File: src/nand_host_defs.svh
// Constants for the NAND unique-ID and feature host controller
`ifndef NAND_HOST_DEFS_SVH
`define NAND_HOST_DEFS_SVH

// Timing, in ns, then in cycles of CLK_I
`define CLK_PERIOD_NS         4
`define NS2CYC(ns)            (((ns) + `CLK_PERIOD_NS - 1) / `CLK_PERIOD_NS)
`define STROBE_NS             25
`define BUSY_ONSET_NS         100
`define ADDR_TO_DATA_LOAD_NS  200
`define STROBE_CYC            `NS2CYC(`STROBE_NS)
`define READ_LOW_CYC          (`NS2CYC(`STROBE_NS) + 3)
`define BUSY_ONSET_CYC        `NS2CYC(`BUSY_ONSET_NS)
`define ADL_CYC               `NS2CYC(`ADDR_TO_DATA_LOAD_NS)

// Device command and address bytes
`define CMD_UID               8'hed
`define CMD_SET_FEAT          8'hef
`define CMD_GET_FEAT          8'hee
`define CMD_STATUS            8'h70
`define CMD_READ_MODE         8'h00
`define CMD_RND_READ          8'h05
`define CMD_RND_CONFIRM       8'he0
`define ADDR_UID              8'h00

// Feature addresses and fields
`define FA_TIMING             8'h01
`define FA_DRIVE              8'h80
`define FA_RB_PULL            8'h81
`define FA_ARRAY_MODE         8'h90
`define TIMING_MODE_MAX       8'h05
`define ARRAY_ECC_BIT         3
`define STAT_READY_BIT        6

// Unique-ID layout
`define UID_COPY_BYTES        32
`define UID_HALF_BYTES        16

// Register byte offsets
`define R_CTRL                8'h00
`define R_FADDR               8'h04
`define R_PARAM               8'h08
`define R_COPY                8'h0c
`define R_STAT                8'h10
`define R_GETDATA             8'h14
`define R_BUF_BASE            8'h80

// Field positions
`define CTRL_OP_LSB           0
`define CTRL_POLL_BIT         3
`define STAT_BUSY_BIT         0
`define STAT_DONE_BIT         1
`define STAT_UIDOK_BIT        2
`define STAT_REFUSED_BIT      3
`define STAT_BYTE_LSB         8

`endif

File: src/nand_host_pkg.sv
// Types for the NAND unique-ID and feature host controller
package nand_host_pkg;

  typedef enum logic [2:0] {
    OP_NONE = 3'h0,
    OP_UID  = 3'h1,
    OP_SET  = 3'h2,
    OP_GET  = 3'h3,
    OP_STAT = 3'h4
  } op_t;

  typedef enum logic [3:0] {
    K_END  = 4'h0,
    K_CMD  = 4'h1,
    K_ADDR = 4'h2,
    K_WR   = 4'h3,
    K_RD   = 4'h4,
    K_STAT = 4'h5,
    K_BUSY = 4'h6,
    K_DLY  = 4'h7,
    K_P70  = 4'h8,
    K_PST  = 4'h9,
    K_P00  = 4'ha
  } kind_t;

  typedef enum logic [2:0] {
    S_IDLE = 3'b000,
    S_PRE  = 3'b001,
    S_NEXT = 3'b011,
    S_LOW  = 3'b010,
    S_HIGH = 3'b110,
    S_WAIT = 3'b111,
    S_DONE = 3'b101
  } state_t;

  typedef struct packed {
    kind_t      kind;
    logic [7:0] data;
    logic [4:0] last;
  } act_t;

  typedef struct packed {
    logic ce_n;
    logic cle;
    logic ale;
    logic we_n;
    logic re_n;
  } pins_t;

endpackage

File: src/byte_buf.sv
// Small byte memory with registered read data
`timescale 1ns/1ps
`default_nettype none
module byte_buf #(
  parameter int WIDTH = 8,
  parameter int DEPTH = 32
) (
  // Clock
  input  wire logic                     clk_i,
  // Write port
  input  wire logic                     we_i,
  input  wire logic [$clog2(DEPTH)-1:0] wa_i,
  input  wire logic [WIDTH-1:0]         wd_i,
  // Read port
  input  wire logic [$clog2(DEPTH)-1:0] ra_i,
  output logic      [WIDTH-1:0]         rd_o
);
  if (WIDTH < 1 || DEPTH < 2) begin : g_bad_geometry
    $error("byte_buf: bad geometry");
  end

  logic [WIDTH-1:0] mem [DEPTH];

  always_ff @(posedge clk_i) begin
    if (we_i) begin
      mem[wa_i] <= wd_i;
    end
  end

  always_ff @(posedge clk_i) begin
    rd_o <= mem[ra_i];
  end
endmodule // byte_buf
`default_nettype wire

File: src/nand_uid_feat_host.sv
// Host controller: NAND unique-ID read and feature set/get over Wishbone
// How it works
// - EDh, one 00h address, then wait busy
// - After status polling, send 00h before data
// - XOR halves; copy valid when all FFh
// - 05h/E0h moves output to chosen copy
// - ECC bit forced zero on fixed-ECC parts
// - Wait address-to-data load before parameters
// - One parameter per WE# rise, in order
`timescale 1ns/1ps
`default_nettype none
`include "nand_host_defs.svh"
module nand_uid_feat_host #(
  parameter int IO_W      = 8,
  parameter bit ECC_FIXED = 1'b0
) (
  // System
  input  wire logic              CLK_I,
  input  wire logic              RST_I,
  // Wishbone slave
  input  wire logic [7:0]        ADR_I,
  input  wire logic [31:0]       DAT_I,
  input  wire logic [3:0]        SEL_I,
  input  wire logic              WE_I,
  input  wire logic              STB_I,
  input  wire logic              CYC_I,
  output logic      [31:0]       DAT_O,
  output logic                   ACK_O,
  // NAND pins
  output logic                   CE_N_O,
  output logic                   CLE_O,
  output logic                   ALE_O,
  output logic                   WE_N_O,
  output logic                   RE_N_O,
  output logic      [IO_W-1:0]   IO_O,
  output logic                   IO_OE_O,
  input  wire logic [IO_W-1:0]   IO_I,
  input  wire logic              RB_I
);
  if (IO_W != 8 && IO_W != 16) begin : g_bad_width
    $error("nand_uid_feat_host: IO_W must be 8 or 16");
  end

  function automatic logic [31:0] lane_merge(input logic [31:0] old, input logic [31:0] nw,
                                             input logic [3:0] sel);
    for (int i = 0; i < 4; i++) begin
      old[8*i +: 8] = sel[i] ? nw[8*i +: 8] : old[8*i +: 8];
    end
    return old;
  endfunction

  function automatic logic fa_known(input logic [7:0] fa);
    return fa == `FA_TIMING || fa == `FA_DRIVE || fa == `FA_RB_PULL || fa == `FA_ARRAY_MODE;
  endfunction

  // Step table of each operation
  function automatic nand_host_pkg::act_t prog(input nand_host_pkg::op_t op,
                                               input logic [4:0] st, input logic [7:0] fa,
                                               input logic [3:0] copy);
    nand_host_pkg::act_t a;
    a = '{kind: nand_host_pkg::K_END, data: 8'h00, last: 5'h00};
    unique case (op)
      nand_host_pkg::OP_UID: begin
        case (st)
          5'h00: a = '{nand_host_pkg::K_CMD, `CMD_UID, 5'h00};
          5'h01: a = '{nand_host_pkg::K_ADDR, `ADDR_UID, 5'h00};
          5'h02: a = '{nand_host_pkg::K_BUSY, 8'h00, 5'h00};
          5'h03: a = '{nand_host_pkg::K_CMD, `CMD_RND_READ, 5'h00};
          5'h04: a = '{nand_host_pkg::K_ADDR, {copy[2:0], 5'h00}, 5'h00};
          5'h05: a = '{nand_host_pkg::K_ADDR, {7'h00, copy[3]}, 5'h00};
          5'h06: a = '{nand_host_pkg::K_CMD, `CMD_RND_CONFIRM, 5'h00};
          5'h07: a = '{nand_host_pkg::K_DLY, 8'h00, 5'h00};
          5'h08: a = '{nand_host_pkg::K_RD, 8'h00, 5'(`UID_COPY_BYTES - 1)};
          default: a = '{nand_host_pkg::K_END, 8'h00, 5'h00};
        endcase
      end
      nand_host_pkg::OP_SET: begin
        case (st)
          5'h00: a = '{nand_host_pkg::K_CMD, `CMD_SET_FEAT, 5'h00};
          5'h01: a = '{nand_host_pkg::K_ADDR, fa, 5'h00};
          5'h02: a = '{nand_host_pkg::K_DLY, 8'h00, 5'h00};
          5'h03: a = '{nand_host_pkg::K_WR, 8'h00, 5'h03};
          5'h04: a = '{nand_host_pkg::K_BUSY, 8'h00, 5'h00};
          5'h05: a = '{nand_host_pkg::K_CMD, `CMD_STATUS, 5'h00};
          5'h06: a = '{nand_host_pkg::K_STAT, 8'h00, 5'h00};
          default: a = '{nand_host_pkg::K_END, 8'h00, 5'h00};
        endcase
      end
      nand_host_pkg::OP_GET: begin
        case (st)
          5'h00: a = '{nand_host_pkg::K_CMD, `CMD_GET_FEAT, 5'h00};
          5'h01: a = '{nand_host_pkg::K_ADDR, fa, 5'h00};
          5'h02: a = '{nand_host_pkg::K_BUSY, 8'h00, 5'h00};
          5'h03: a = '{nand_host_pkg::K_RD, 8'h00, 5'h03};
          default: a = '{nand_host_pkg::K_END, 8'h00, 5'h00};
        endcase
      end
      nand_host_pkg::OP_STAT: begin
        case (st)
          5'h00: a = '{nand_host_pkg::K_CMD, `CMD_STATUS, 5'h00};
          5'h01: a = '{nand_host_pkg::K_STAT, 8'h00, 5'h00};
          default: a = '{nand_host_pkg::K_END, 8'h00, 5'h00};
        endcase
      end
      default: a = '{nand_host_pkg::K_END, 8'h00, 5'h00};
    endcase
    return a;
  endfunction

  // Registers and engine state
  nand_host_pkg::state_t state_r;
  nand_host_pkg::op_t    op_r;
  nand_host_pkg::kind_t  poll_k_r;
  nand_host_pkg::kind_t  kind;
  nand_host_pkg::act_t   act;
  nand_host_pkg::pins_t  pins_r;
  logic [7:0]  faddr_r;
  logic [31:0] param_r;
  logic [3:0]  copy_r;
  logic        poll_r;
  logic        done_r;
  logic        refused_r;
  logic        uid_ok_r;
  logic [7:0]  stat_byte_r;
  logic [31:0] getdata_r;
  logic [4:0]  step_r;
  logic [4:0]  cnt_r;
  logic [7:0]  tmr_r;
  logic [7:0]  rx;
  logic [7:0]  p1_eff;
  logic        ack_r;
  logic        pend_r;
  logic        rb_s1, rb_s2;
  logic [IO_W-1:0] io_s1, io_s2;
  logic [7:0]  mem_rd;
  logic        mem_we;
  logic        wr_ctrl;
  logic        start_ok;
  logic        low_end;

  assign act  = prog(op_r, step_r, faddr_r, copy_r);
  assign kind = (poll_k_r != nand_host_pkg::K_END) ? poll_k_r : act.kind;
  assign rx   = io_s2[7:0];
  // Fixed-ECC parts get bit 3 of the array-mode parameter forced low
  assign p1_eff = (faddr_r == `FA_ARRAY_MODE && ECC_FIXED) ?
                  (param_r[7:0] & ~(8'h01 << `ARRAY_ECC_BIT)) : param_r[7:0];
  assign low_end = (state_r == nand_host_pkg::S_LOW) && tmr_r == 8'h00;
  assign mem_we  = low_end && op_r == nand_host_pkg::OP_UID && kind == nand_host_pkg::K_RD;

  // Pin synchronisers
  always_ff @(posedge CLK_I or posedge RST_I) begin
    if (RST_I) begin
      rb_s1 <= 1'b0;
      rb_s2 <= 1'b0;
      io_s1 <= '0;
      io_s2 <= '0;
    end else begin
      rb_s1 <= RB_I;
      rb_s2 <= rb_s1;
      io_s1 <= IO_I;
      io_s2 <= io_s1;
    end
  end

  // Wishbone: ack two edges after the request, writes land on the ack edge
  assign wr_ctrl = pend_r && WE_I && ADR_I[7:2] == `R_CTRL >> 2 && SEL_I[0];
  always_ff @(posedge CLK_I or posedge RST_I) begin
    if (RST_I) begin
      pend_r <= 1'b0;
      ack_r  <= 1'b0;
    end else begin
      pend_r <= CYC_I && STB_I && !pend_r && !ack_r;
      ack_r  <= CYC_I && STB_I && pend_r;
    end
  end
  assign ACK_O = ack_r;

  always_ff @(posedge CLK_I or posedge RST_I) begin
    if (RST_I) begin
      DAT_O <= 32'h0000_0000;
    end else if (pend_r && !WE_I) begin
      if (ADR_I[7]) begin
        DAT_O <= {24'h00_0000, mem_rd};
      end else begin
        unique case ({ADR_I[6:2], 2'b00})
          7'(`R_CTRL):    DAT_O <= {28'h000_0000, poll_r, op_r};
          7'(`R_FADDR):   DAT_O <= {24'h00_0000, faddr_r};
          7'(`R_PARAM):   DAT_O <= param_r;
          7'(`R_COPY):    DAT_O <= {28'h000_0000, copy_r};
          7'(`R_STAT):    DAT_O <= {16'h0000, stat_byte_r, 4'h0, refused_r, uid_ok_r,
                                    done_r, state_r != nand_host_pkg::S_IDLE};
          7'(`R_GETDATA): DAT_O <= getdata_r;
          default:        DAT_O <= 32'h0000_0000;
        endcase
      end
    end
  end

  // Configuration registers
  always_ff @(posedge CLK_I or posedge RST_I) begin
    if (RST_I) begin
      faddr_r <= 8'h00;
      param_r <= 32'h0000_0000;
      copy_r  <= 4'h0;
      poll_r  <= 1'b0;
    end else if (pend_r && WE_I && state_r == nand_host_pkg::S_IDLE) begin
      if (ADR_I[7:2] == `R_FADDR >> 2 && SEL_I[0]) faddr_r <= DAT_I[7:0];
      if (ADR_I[7:2] == `R_PARAM >> 2) param_r <= lane_merge(param_r, DAT_I, SEL_I);
      if (ADR_I[7:2] == `R_COPY >> 2 && SEL_I[0]) copy_r <= DAT_I[3:0];
      if (wr_ctrl) poll_r <= DAT_I[`CTRL_POLL_BIT];
    end
  end

  // Start check: unknown features and out-of-range values are refused
  always_comb begin
    unique case (nand_host_pkg::op_t'(DAT_I[2:0]))
      nand_host_pkg::OP_UID, nand_host_pkg::OP_STAT: start_ok = 1'b1;
      nand_host_pkg::OP_GET: start_ok = fa_known(faddr_r);
      nand_host_pkg::OP_SET: start_ok = fa_known(faddr_r) &&
        !(faddr_r == `FA_TIMING && param_r[7:0] > `TIMING_MODE_MAX) &&
        !(faddr_r == `FA_ARRAY_MODE && param_r[7:5] != 3'h0);
      default: start_ok = 1'b0;
    endcase
  end

  // Sequencer
  always_ff @(posedge CLK_I or posedge RST_I) begin
    if (RST_I) begin
      state_r   <= nand_host_pkg::S_IDLE;
      op_r      <= nand_host_pkg::OP_NONE;
      poll_k_r  <= nand_host_pkg::K_END;
      step_r    <= 5'h00;
      cnt_r     <= 5'h00;
      tmr_r     <= 8'h00;
      done_r    <= 1'b0;
      refused_r <= 1'b0;
    end else begin
      unique case (state_r)
        nand_host_pkg::S_IDLE: begin
          if (wr_ctrl && DAT_I[2:0] != 3'h0) begin
            done_r    <= 1'b0;
            refused_r <= !start_ok;
            if (start_ok) begin
              op_r    <= nand_host_pkg::op_t'(DAT_I[2:0]);
              step_r  <= 5'h00;
              cnt_r   <= 5'h00;
              state_r <= nand_host_pkg::S_PRE;
            end
          end
        end
        nand_host_pkg::S_PRE: begin
          if (rb_s2) state_r <= nand_host_pkg::S_NEXT;
        end
        nand_host_pkg::S_NEXT: begin
          unique case (kind)
            nand_host_pkg::K_END:  state_r <= nand_host_pkg::S_DONE;
            nand_host_pkg::K_DLY: begin
              tmr_r   <= 8'(`ADL_CYC - 1);
              state_r <= nand_host_pkg::S_HIGH;
            end
            nand_host_pkg::K_BUSY: begin
              tmr_r   <= 8'(`BUSY_ONSET_CYC - 1);
              state_r <= nand_host_pkg::S_WAIT;
            end
            nand_host_pkg::K_RD, nand_host_pkg::K_STAT, nand_host_pkg::K_PST: begin
              tmr_r   <= 8'(`READ_LOW_CYC - 1);
              state_r <= nand_host_pkg::S_LOW;
            end
            default: begin
              tmr_r   <= 8'(`STROBE_CYC - 1);
              state_r <= nand_host_pkg::S_LOW;
            end
          endcase
        end
        nand_host_pkg::S_LOW: begin
          if (tmr_r != 8'h00) begin
            tmr_r <= tmr_r - 8'h01;
          end else begin
            tmr_r   <= 8'(`STROBE_CYC - 1);
            state_r <= nand_host_pkg::S_HIGH;
          end
        end
        nand_host_pkg::S_HIGH: begin
          if (tmr_r != 8'h00) begin
            tmr_r <= tmr_r - 8'h01;
          end else begin
            state_r <= nand_host_pkg::S_NEXT;
            if (poll_k_r == nand_host_pkg::K_P70) begin
              poll_k_r <= nand_host_pkg::K_PST;
            end else if (poll_k_r == nand_host_pkg::K_PST) begin
              if (stat_byte_r[`STAT_READY_BIT]) poll_k_r <= nand_host_pkg::K_P00;
            end else if (poll_k_r == nand_host_pkg::K_P00) begin
              poll_k_r <= nand_host_pkg::K_END;
              step_r   <= step_r + 5'h01;
            end else if ((kind == nand_host_pkg::K_WR || kind == nand_host_pkg::K_RD) &&
                         cnt_r != act.last) begin
              cnt_r <= cnt_r + 5'h01;
            end else begin
              cnt_r  <= 5'h00;
              step_r <= step_r + 5'h01;
            end
          end
        end
        nand_host_pkg::S_WAIT: begin
          // Device may hold R/B# low longer after a timing mode change
          if (tmr_r != 8'h00) begin
            tmr_r <= tmr_r - 8'h01;
          end else if (poll_r) begin
            poll_k_r <= nand_host_pkg::K_P70;
            state_r  <= nand_host_pkg::S_NEXT;
          end else if (rb_s2) begin
            step_r  <= step_r + 5'h01;
            state_r <= nand_host_pkg::S_NEXT;
          end
        end
        nand_host_pkg::S_DONE: begin
          done_r  <= 1'b1;
          op_r    <= nand_host_pkg::OP_NONE;
          state_r <= nand_host_pkg::S_IDLE;
        end
        default: state_r <= nand_host_pkg::S_IDLE;
      endcase
    end
  end

  // Captured read data and copy check
  always_ff @(posedge CLK_I or posedge RST_I) begin
    if (RST_I) begin
      stat_byte_r <= 8'h00;
      getdata_r   <= 32'h0000_0000;
      uid_ok_r    <= 1'b0;
    end else if (state_r == nand_host_pkg::S_PRE && op_r == nand_host_pkg::OP_UID) begin
      uid_ok_r <= 1'b1;
    end else if (low_end) begin
      if (kind == nand_host_pkg::K_STAT || kind == nand_host_pkg::K_PST) begin
        stat_byte_r <= rx;
      end
      if (kind == nand_host_pkg::K_RD && op_r == nand_host_pkg::OP_GET) begin
        getdata_r[8*cnt_r[1:0] +: 8] <= rx;
      end
      if (mem_we && cnt_r >= 5'(`UID_HALF_BYTES) && (mem_rd ^ rx) != 8'hff) begin
        uid_ok_r <= 1'b0;
      end
    end
  end

  // Identifier buffer; while busy its read port serves the complement check
  byte_buf #(.WIDTH(8), .DEPTH(`UID_COPY_BYTES)) u_buf (
    .clk_i (CLK_I),
    .we_i  (mem_we),
    .wa_i  (cnt_r),
    .wd_i  (rx),
    .ra_i  (state_r == nand_host_pkg::S_IDLE ? ADR_I[6:2] : cnt_r - 5'(`UID_HALF_BYTES)),
    .rd_o  (mem_rd)
  );

  // Pin drive, one cycle behind the sequencer
  always_ff @(posedge CLK_I or posedge RST_I) begin
    if (RST_I) begin
      pins_r  <= '{ce_n: 1'b1, cle: 1'b0, ale: 1'b0, we_n: 1'b1, re_n: 1'b1};
      IO_O    <= '0;
      IO_OE_O <= 1'b0;
    end else begin
      pins_r.ce_n <= state_r == nand_host_pkg::S_IDLE;
      pins_r.cle  <= kind == nand_host_pkg::K_CMD || kind == nand_host_pkg::K_P70 ||
                     kind == nand_host_pkg::K_P00;
      pins_r.ale  <= kind == nand_host_pkg::K_ADDR;
      pins_r.we_n <= !(state_r == nand_host_pkg::S_LOW && kind inside {nand_host_pkg::K_CMD,
                     nand_host_pkg::K_ADDR, nand_host_pkg::K_WR, nand_host_pkg::K_P70,
                     nand_host_pkg::K_P00});
      pins_r.re_n <= !(state_r == nand_host_pkg::S_LOW && kind inside {nand_host_pkg::K_RD,
                     nand_host_pkg::K_STAT, nand_host_pkg::K_PST});
      IO_OE_O     <= kind inside {nand_host_pkg::K_CMD, nand_host_pkg::K_ADDR,
                     nand_host_pkg::K_WR, nand_host_pkg::K_P70, nand_host_pkg::K_P00} &&
                     state_r inside {nand_host_pkg::S_LOW, nand_host_pkg::S_HIGH};
      unique case (kind)
        nand_host_pkg::K_P70: IO_O <= IO_W'(`CMD_STATUS);
        nand_host_pkg::K_P00: IO_O <= IO_W'(`CMD_READ_MODE);
        // Reserved P2-P4 always go out as zero
        nand_host_pkg::K_WR:  IO_O <= IO_W'(cnt_r == 5'h00 ? p1_eff : 8'h00);
        default:              IO_O <= IO_W'(act.data);
      endcase
    end
  end

  assign CE_N_O = pins_r.ce_n;
  assign CLE_O  = pins_r.cle;
  assign ALE_O  = pins_r.ale;
  assign WE_N_O = pins_r.we_n;
  assign RE_N_O = pins_r.re_n;
endmodule // nand_uid_feat_host
`default_nettype wire

File: config.mk
export PLATFORM = sky130hd
export DESIGN_NAME = nand_uid_feat_host
export DESIGN_NICKNAME = d
export VERILOG_FILES = /design/src/nand_host_pkg.sv /design/src/byte_buf.sv /design/src/nand_uid_feat_host.sv
export VERILOG_INCLUDE_DIRS = /design/src
export SDC_FILE = /design/constraint.sdc
export NUM_CORES = 1
export LEC_CHECK = 0
export BUFFER_PORTS_ARGS = -buffer_cell sky130_fd_sc_hd__buf_2
export CORE_ASPECT_RATIO = 0.5
export CORE_MARGIN = 2
export CORE_UTILIZATION = 43
export CTS_CLUSTER_DIAMETER = 60
export CTS_CLUSTER_SIZE = 20
export DETAILED_ROUTE_END_ITERATION = 10
export GPL_TIMING_DRIVEN = 0
export PLACE_DENSITY_LB_ADDON = 0.05
export SLEW_MARGIN = 20
export SYNTH_ARGS = -nofsm -noshare
export SYNTH_HDL_FRONTEND = slang
export SYNTH_SLANG_ARGS = --single-unit
File: constraint.sdc
create_clock -name CLK_I -period 7.8 [get_ports CLK_I]
set_input_delay 0.78 -clock CLK_I [delete_from_list [all_inputs] [get_ports CLK_I]]
set_output_delay 0.78 -clock CLK_I [all_outputs]
set_load 0.05 [all_outputs]
# Word-level counts from Yosys, hierarchy flattened
# Memory sizes are Yosys's and may differ from the RTL's. A register that Yosys moved wholly into a read port is not among the register bits.
# Cells that the tools add are included.
# op_classes
shift,2
n_bitwise,2
n_reduce_logical,85
magnitude_cmp,2
add_sub_neg,5
muxes,61
n_eq_ne,65
# op_table
operator,n
$pmux 32 s6,1
$pmux 16 s9,1
$pmux 16 s7,1
$mux 5,16
$pmux 17 s4,1
$pmux 16 s4,1
$pmux 8 s3,2
$neg 5->34,1
$shift 8x34->32 const A,1
$shiftx 8x34->32,1
$bwmux 32,1
$mux 32,1
$mux 4,8
$pmux 16 s2,1
$pmux 8 s4,1
$eq 5x3->1 const B,6
$logic_and 1x1->1,27
$mux 3,9
$eq 4x4->1 const B,6
$eq 8x8->1 const B,3
$mux 8,3
$ne 2x2->1 const B,12
$reduce_and 3->1,8
$eq 5x2->1 const B,4
51 further kinds,106
# totals
reg_bits,182
ramBits,256
n_memories,1
# memory_table
memory,words,width,rd,rd_ports_with_merged_regs,write_ports,line,rtl
u_buf.mem,32,8,1,1,1,byte_buf.sv:22,logic [WIDTH-1:0] mem [DEPTH];

# Longest topological paths before layout
# logic_depth
word_depth,13
ltp_mapped,13
ltp_nobuf,10

# Cells and area by module
# A second synthesis with hierarchy kept.
# hier_totals
cells_unflattened,1308
area_unflattened_um2,19045.8
# modules_own_cells
mod,cells_each,area_per_inst_um2,n_inst,seq_area_each_um2
byte_buf,417,10053.4,1,7847.5
nand_uid_feat_host,891,8992.4,1,4533.1

# Worst setup path before layout
# Ideal clock, no wire load.
# synth_path
path_type,register -> register
from,register step_r[0]
to,memory u_buf.mem[11][0] (enable)
path_slack_ps,4473
arrival_time_ps,2957
required_time_ps,7430
synth_period_minus_slack_ps,3327
path_buffers,1
path_stages_with_launch,11
setup_ps,370
path_cell_list,dfrtp_1 -> inv_1 -> ha_1 -> buf_2 -> nor2b_1 -> o311a_1 -> nor4_2 -> a31oi_2 -> nor4_1 -> nand2_1 -> nor2_1
# synth_via
elab_chain_cells,8
# synth_lines
item,line,rtl
from (decl),nand_uid_feat_host.sv:126,logic [4:0] step_r;
from (signal assigned),nand_uid_feat_host.sv:294,step_r <= step_r + 5'h01;
from (signal assigned),nand_uid_feat_host.sv:300,step_r <= step_r + 5'h01;
from (signal assigned),nand_uid_feat_host.sv:312,step_r <= step_r + 5'h01;
"$eq 5x4->1, or another cell as far along",nand_uid_feat_host.sv:64,case (st)
"$pmux 16 s9, or another cell as far along",nand_uid_feat_host.sv:64,
$pmux 17 s4 *,nand_uid_feat_host.sv:62,unique case (op)
$mux 4 *,nand_uid_feat_host.sv:142,assign kind = (poll_k_r != nand_host_pkg::K_END) ? poll_k_r : act.kind;
$eq 4x3->1 *,nand_uid_feat_host.sv:148,assign mem_we = low_end && op_r == nand_host_pkg::OP_UID && kind == nand_host_pkg::K_RD;
$logic_and 1x1->1 *,nand_uid_feat_host.sv:148,
$mux 1 *,byte_buf.sv:25,if (we_i) begin
$mux 1 (implied by the code) *,byte_buf.sv:26,mem[wa_i] <= wd_i;
to (decl),byte_buf.sv:22,
# Every way passes the cells marked *; elsewhere a longest branch is shown, timed or not.

# Worst setup path after layout
# layout_path
from,register step_r[0]
to,memory u_buf.mem[5][3] (enable)
# The elaborated chain is that of the path after synthesis.

==> flow_summary.ini <==
[floorplan]
io-pin-count = 105
core-area_um2 = 43780
y_dimension_of_the_die_um = 153.2
initial_utilization_pct = 43.74
floorplan.die_area_um2 = 46350
dieWidth_um = 302.5
std_cell_rows = 54

[power]
power.net_switching_uw = 1992
ir_worst_vdd_mv = 0.1743
power.share.clock_pct = 25.2
switching_share_pct = 33.50
leakage_uw = 0.008006
pwr-share-comb_pct = 29.8
cell_internal_pwr_uw = 3955
pwr_density_cell_nw_per_um2 = 276.5
power_frac_seq_pct = 45.0

[worst_setup_path]
critPathSlowestCell = nor2_1
worstPathArrival_ns = 4.79
flop2flop_setup_slack_ns = 3.23
timing.critical_path.required_ns = 8.02
cp_cell_sequence = inv_1 > ha_1 > buf_2 > nor2b_1 > o311a_1 > nor4_2 > a31oi_2 > nor4_2 > nand2_1 > nor2_1
setup.worst_path.end_class = register
worst-path-max-fanout = 10
timing.setup.critical_path_class = reg -> reg
worst_path_largest_cell_delay_ns = 0.83
worstSetupStartpointType = register
timing.critical_path.mode_cell = nor4_2

[synthesis]
synth.avg_cell_area_um2 = 13.52
sequential_fraction_of_the_synthesis_area_pct = 64.64
synth_compound_area_share_pct = 8.767
netlist_instances = 1417
ys_ff_latch = 445
yosys.area_share.adder_pct = 0.7186
combinational_family_with_the_most_area_after_synthesis = multiplexers
synthDistinctLibCells = 80
synth_area_um2 = 19150
synthMuxAreaShare_pct = 11.53
ys_async_sr_fraction_pct = 40.67
count_of_yosys_warnings_during_synthesis = 0
yosys.area_share.xor_xnor_pct = 0.4116
synth_enable_flop_cells = 256
synth_simple_gate_area_share_pct = 11.44
synth_flop_cell = edfxtp_1
synth.net_count = 1486

[cts]
clockRootBuffer = clkbuf_16
post_cts_buffers = 0
clockBufferDepth = 3
post_cts_resized = 0
cts_inserted_buffers = 28
cts_tree = done
h-tree-depth = 1
clk_pin_slew_worst_paths_ns = 0.08
clkLatencyLatePin_ns = 0.59
clock_sink_count = 445
cts_hold_buffers = 0

[timing]
maximum_frequency_from_static_timing_analysis_mhz = 218.9
finalCritPeriodShare_pct = 58.57
slew_viol_final = 0
final_hold_viol_count = 0
final_worst_clock_skew_ns = 0.02000
rsz_0062_raised_after_global_routing = false
actual_slew_at_the_worst_max_slew_pin_ns = 1.173
setup-violations-final = 0
totalNegativeSetupSlack_ns = 0
timing.max_slew.rel_slack_pct = 21.53
layout_min_cycle_time_ns = 4.569

[routing]
drt_iter0_drc = 1127
wl_mm = 49.84
drc = 0
antenna_violating_nets_post_route = 0
avgRoutedWirePerCell_um = 22.99
drt_first_pass_iters = 5
via_count = 12290
viasPerCell = 5.670

[placed_design]
portbufs = 102
place_hpwl_mm = 35.04
gp_congestion = 0.9013
place_area_um2 = 20660

[layout]
area_growth_syn_to_layout_pct = 12.32
final_common_cell = edfxtp_1
postLayoutCellArea_um2 = 21510
layout_common_cells = edfxtp_1, nand2_1, dfrtp_1
nets = 1628
final_layout_size_suffix_gt1_share_pct = 21.28

[global_routing]
number_of_antenna_violations_at_the_first_check_in_global_routing = 3
grt_start_max_net_pins = 69
wire_length_of_the_first_global_routing_pass_mm = 75.83
vias_in_the_first_global_route = 12350
globalRouteOverflowTotal = 0
globalRouteTotalUtil_pct = 21.57

[min_path]
holdCritPathClass = in -> async

[run_status]
run_status = finished clean

[flow_run]
cap_violations = 0
==> layout make-up <==
cell class | count | area (um2)
well taps | 588 | 735.7
clock buffers | 43 | 757.0
multi-input cells | 871 | 6317
fillers | 3844 | 22270
flip-flops and latches | 445 | 12390
diodes | 1 | 2.502
plain buffers | 77 | 386.6
clock inverters | 7 | 83.83
inverters | 24 | 97.59
repair buffers | 112 | 740.7
==> synth_stat cells (7+ instances only) <==
| library cell | count | area [um2] |
|---|---|---|
| ha_1 | 11 | 137.6 |
| mux2i_1 | 17 | 170.2 |
| mux4_2 | 64 | 1441 |
| buf_1 | 8 | 30.03 |
| nand2_1 | 211 | 792.0 |
| o21ai_0 | 66 | 330.3 |
| buf_6 | 10 | 112.6 |
| nor4_1 | 9 | 56.30 |
| a22oi_1 | 31 | 232.7 |
| clkbuf_1 | 43 | 161.4 |
| o21ai_2 | 8 | 70.07 |
| nand2b_1 | 12 | 75.07 |
| xor2_1 | 9 | 78.83 |
| mux2_2 | 53 | 596.8 |
| a221oi_1 | 8 | 70.07 |
| a31oi_1 | 12 | 75.07 |
| and3_1 | 15 | 93.84 |
| nor3_1 | 18 | 90.09 |
| dfxtp_1 | 8 | 160.2 |
| a21oi_1 | 41 | 205.2 |
| inv_1 | 24 | 90.09 |
| nand3_1 | 32 | 160.2 |
| edfxtp_1 | 256 | 7687 |
| nor2b_1 | 9 | 56.30 |
| dfrtp_1 | 178 | 4454 |
| o21ai_1 | 28 | 140.1 |
| buf_2 | 14 | 70.07 |
| and2_1 | 10 | 62.56 |
| o31ai_1 | 8 | 60.06 |
| nor2_1 | 90 | 337.8 |
| nand3b_1 | 7 | 52.55 |
| o211ai_1 | 7 | 52.55 |
| a32oi_1 | 9 | 78.83 |
==> worst max-delay path, delay by kind of cell (launching register included) <==
kind,cells,cell delay [ns]
simple gates,5,2.63
fa+ha+maj,1,0.22
buf+inv,2,0.28
flops,1,0.43
compound gates,2,0.64
==> worst paths after layout <==
check	startpoint	end	cells past startpoint
worst max-delay path	step_r[0]	u_buf.mem[5][3]	10
worst min-delay path	RST_I	DAT_O[17]	2
worst max register to register	step_r[0]	u_buf.mem[5][3]	10
worst min register to register	io_s1[1]	io_s2[1]	0
max in group asynchronous	RST_I	CE_N_O	4
min in group CLK_I	IO_I[7]	io_s1[7]	1
==> metal layers <==
layer / up-vias / global-route usage, % / wire length, um
met5: - / 0 / 0
li1: 5575 / - / -
met2: 354 / 33.45 / 22770
met3: 63 / 3.412 / 2638
met4: 0 / 4.692 / 1131
met1: 6301 / 32.18 / 23300
==> cells by family (layout without fill, tap and decap cells) <==
group,count (synthesis),count (layout)
other,0,1
AOI/OAI and AO/OA,256,256
DFF,445,445
and+or+nand+nor,461,461
buffers and inverters,101,263
muxes,134,134
xor gates and xnor gates,9,9
adders and majority gates,11,11
==> stage by stage <==
| stage | hold slack, ns | instances | power (uW) | worst slack [ns] | util [%] |
|---|---|---|---|---|---|
| 6_report | 0.2299 | 2168 | 5947 | 3.231 | 49.13 |
| 5_1_grt | 0.2574 | 2168 | 6229 | 2.975 | 49.13 |
| 4_1_cts | 0.2326 | 2167 | 5995 | 3.273 | 49.10 |
| 3_5_place_dp | 0.3347 | 2117 | 4500 | 3.274 | 47.18 |
| 3_3_place_gp | 0.3318 | 2107 | 4465 | 0.1858 | 46.59 |
| 2_1_floorplan | 0.3312 | 1417 | 3935 | 2.110 | - |
==> flip-flops by register name, summed over array words and instances (netlist names), 4 cells and up <==
name / cells
param_r: 32
cnt_r: 5
step_r: 5
stat_byte_r: 8
u_buf.mem: 256
IO_O: 8
getdata_r: 32
DAT_O: 32
io_s1: 8
faddr_r: 8
u_buf.rd_o: 8
copy_r: 4
tmr_r: 8
io_s2: 8
==> power groups by stage <==
stage	Combinational (uW)	Sequential [uW]	Clock (uW)
after floorplan	1130	2800	0
after global placement	1720	2740	0
after detailed placement	1770	2730	0
after CTS	1780	2680	1540
after global routing	1910	2690	1630
final	1770	2680	1500
No activity file was read; power rests on OpenSTA's default activity.
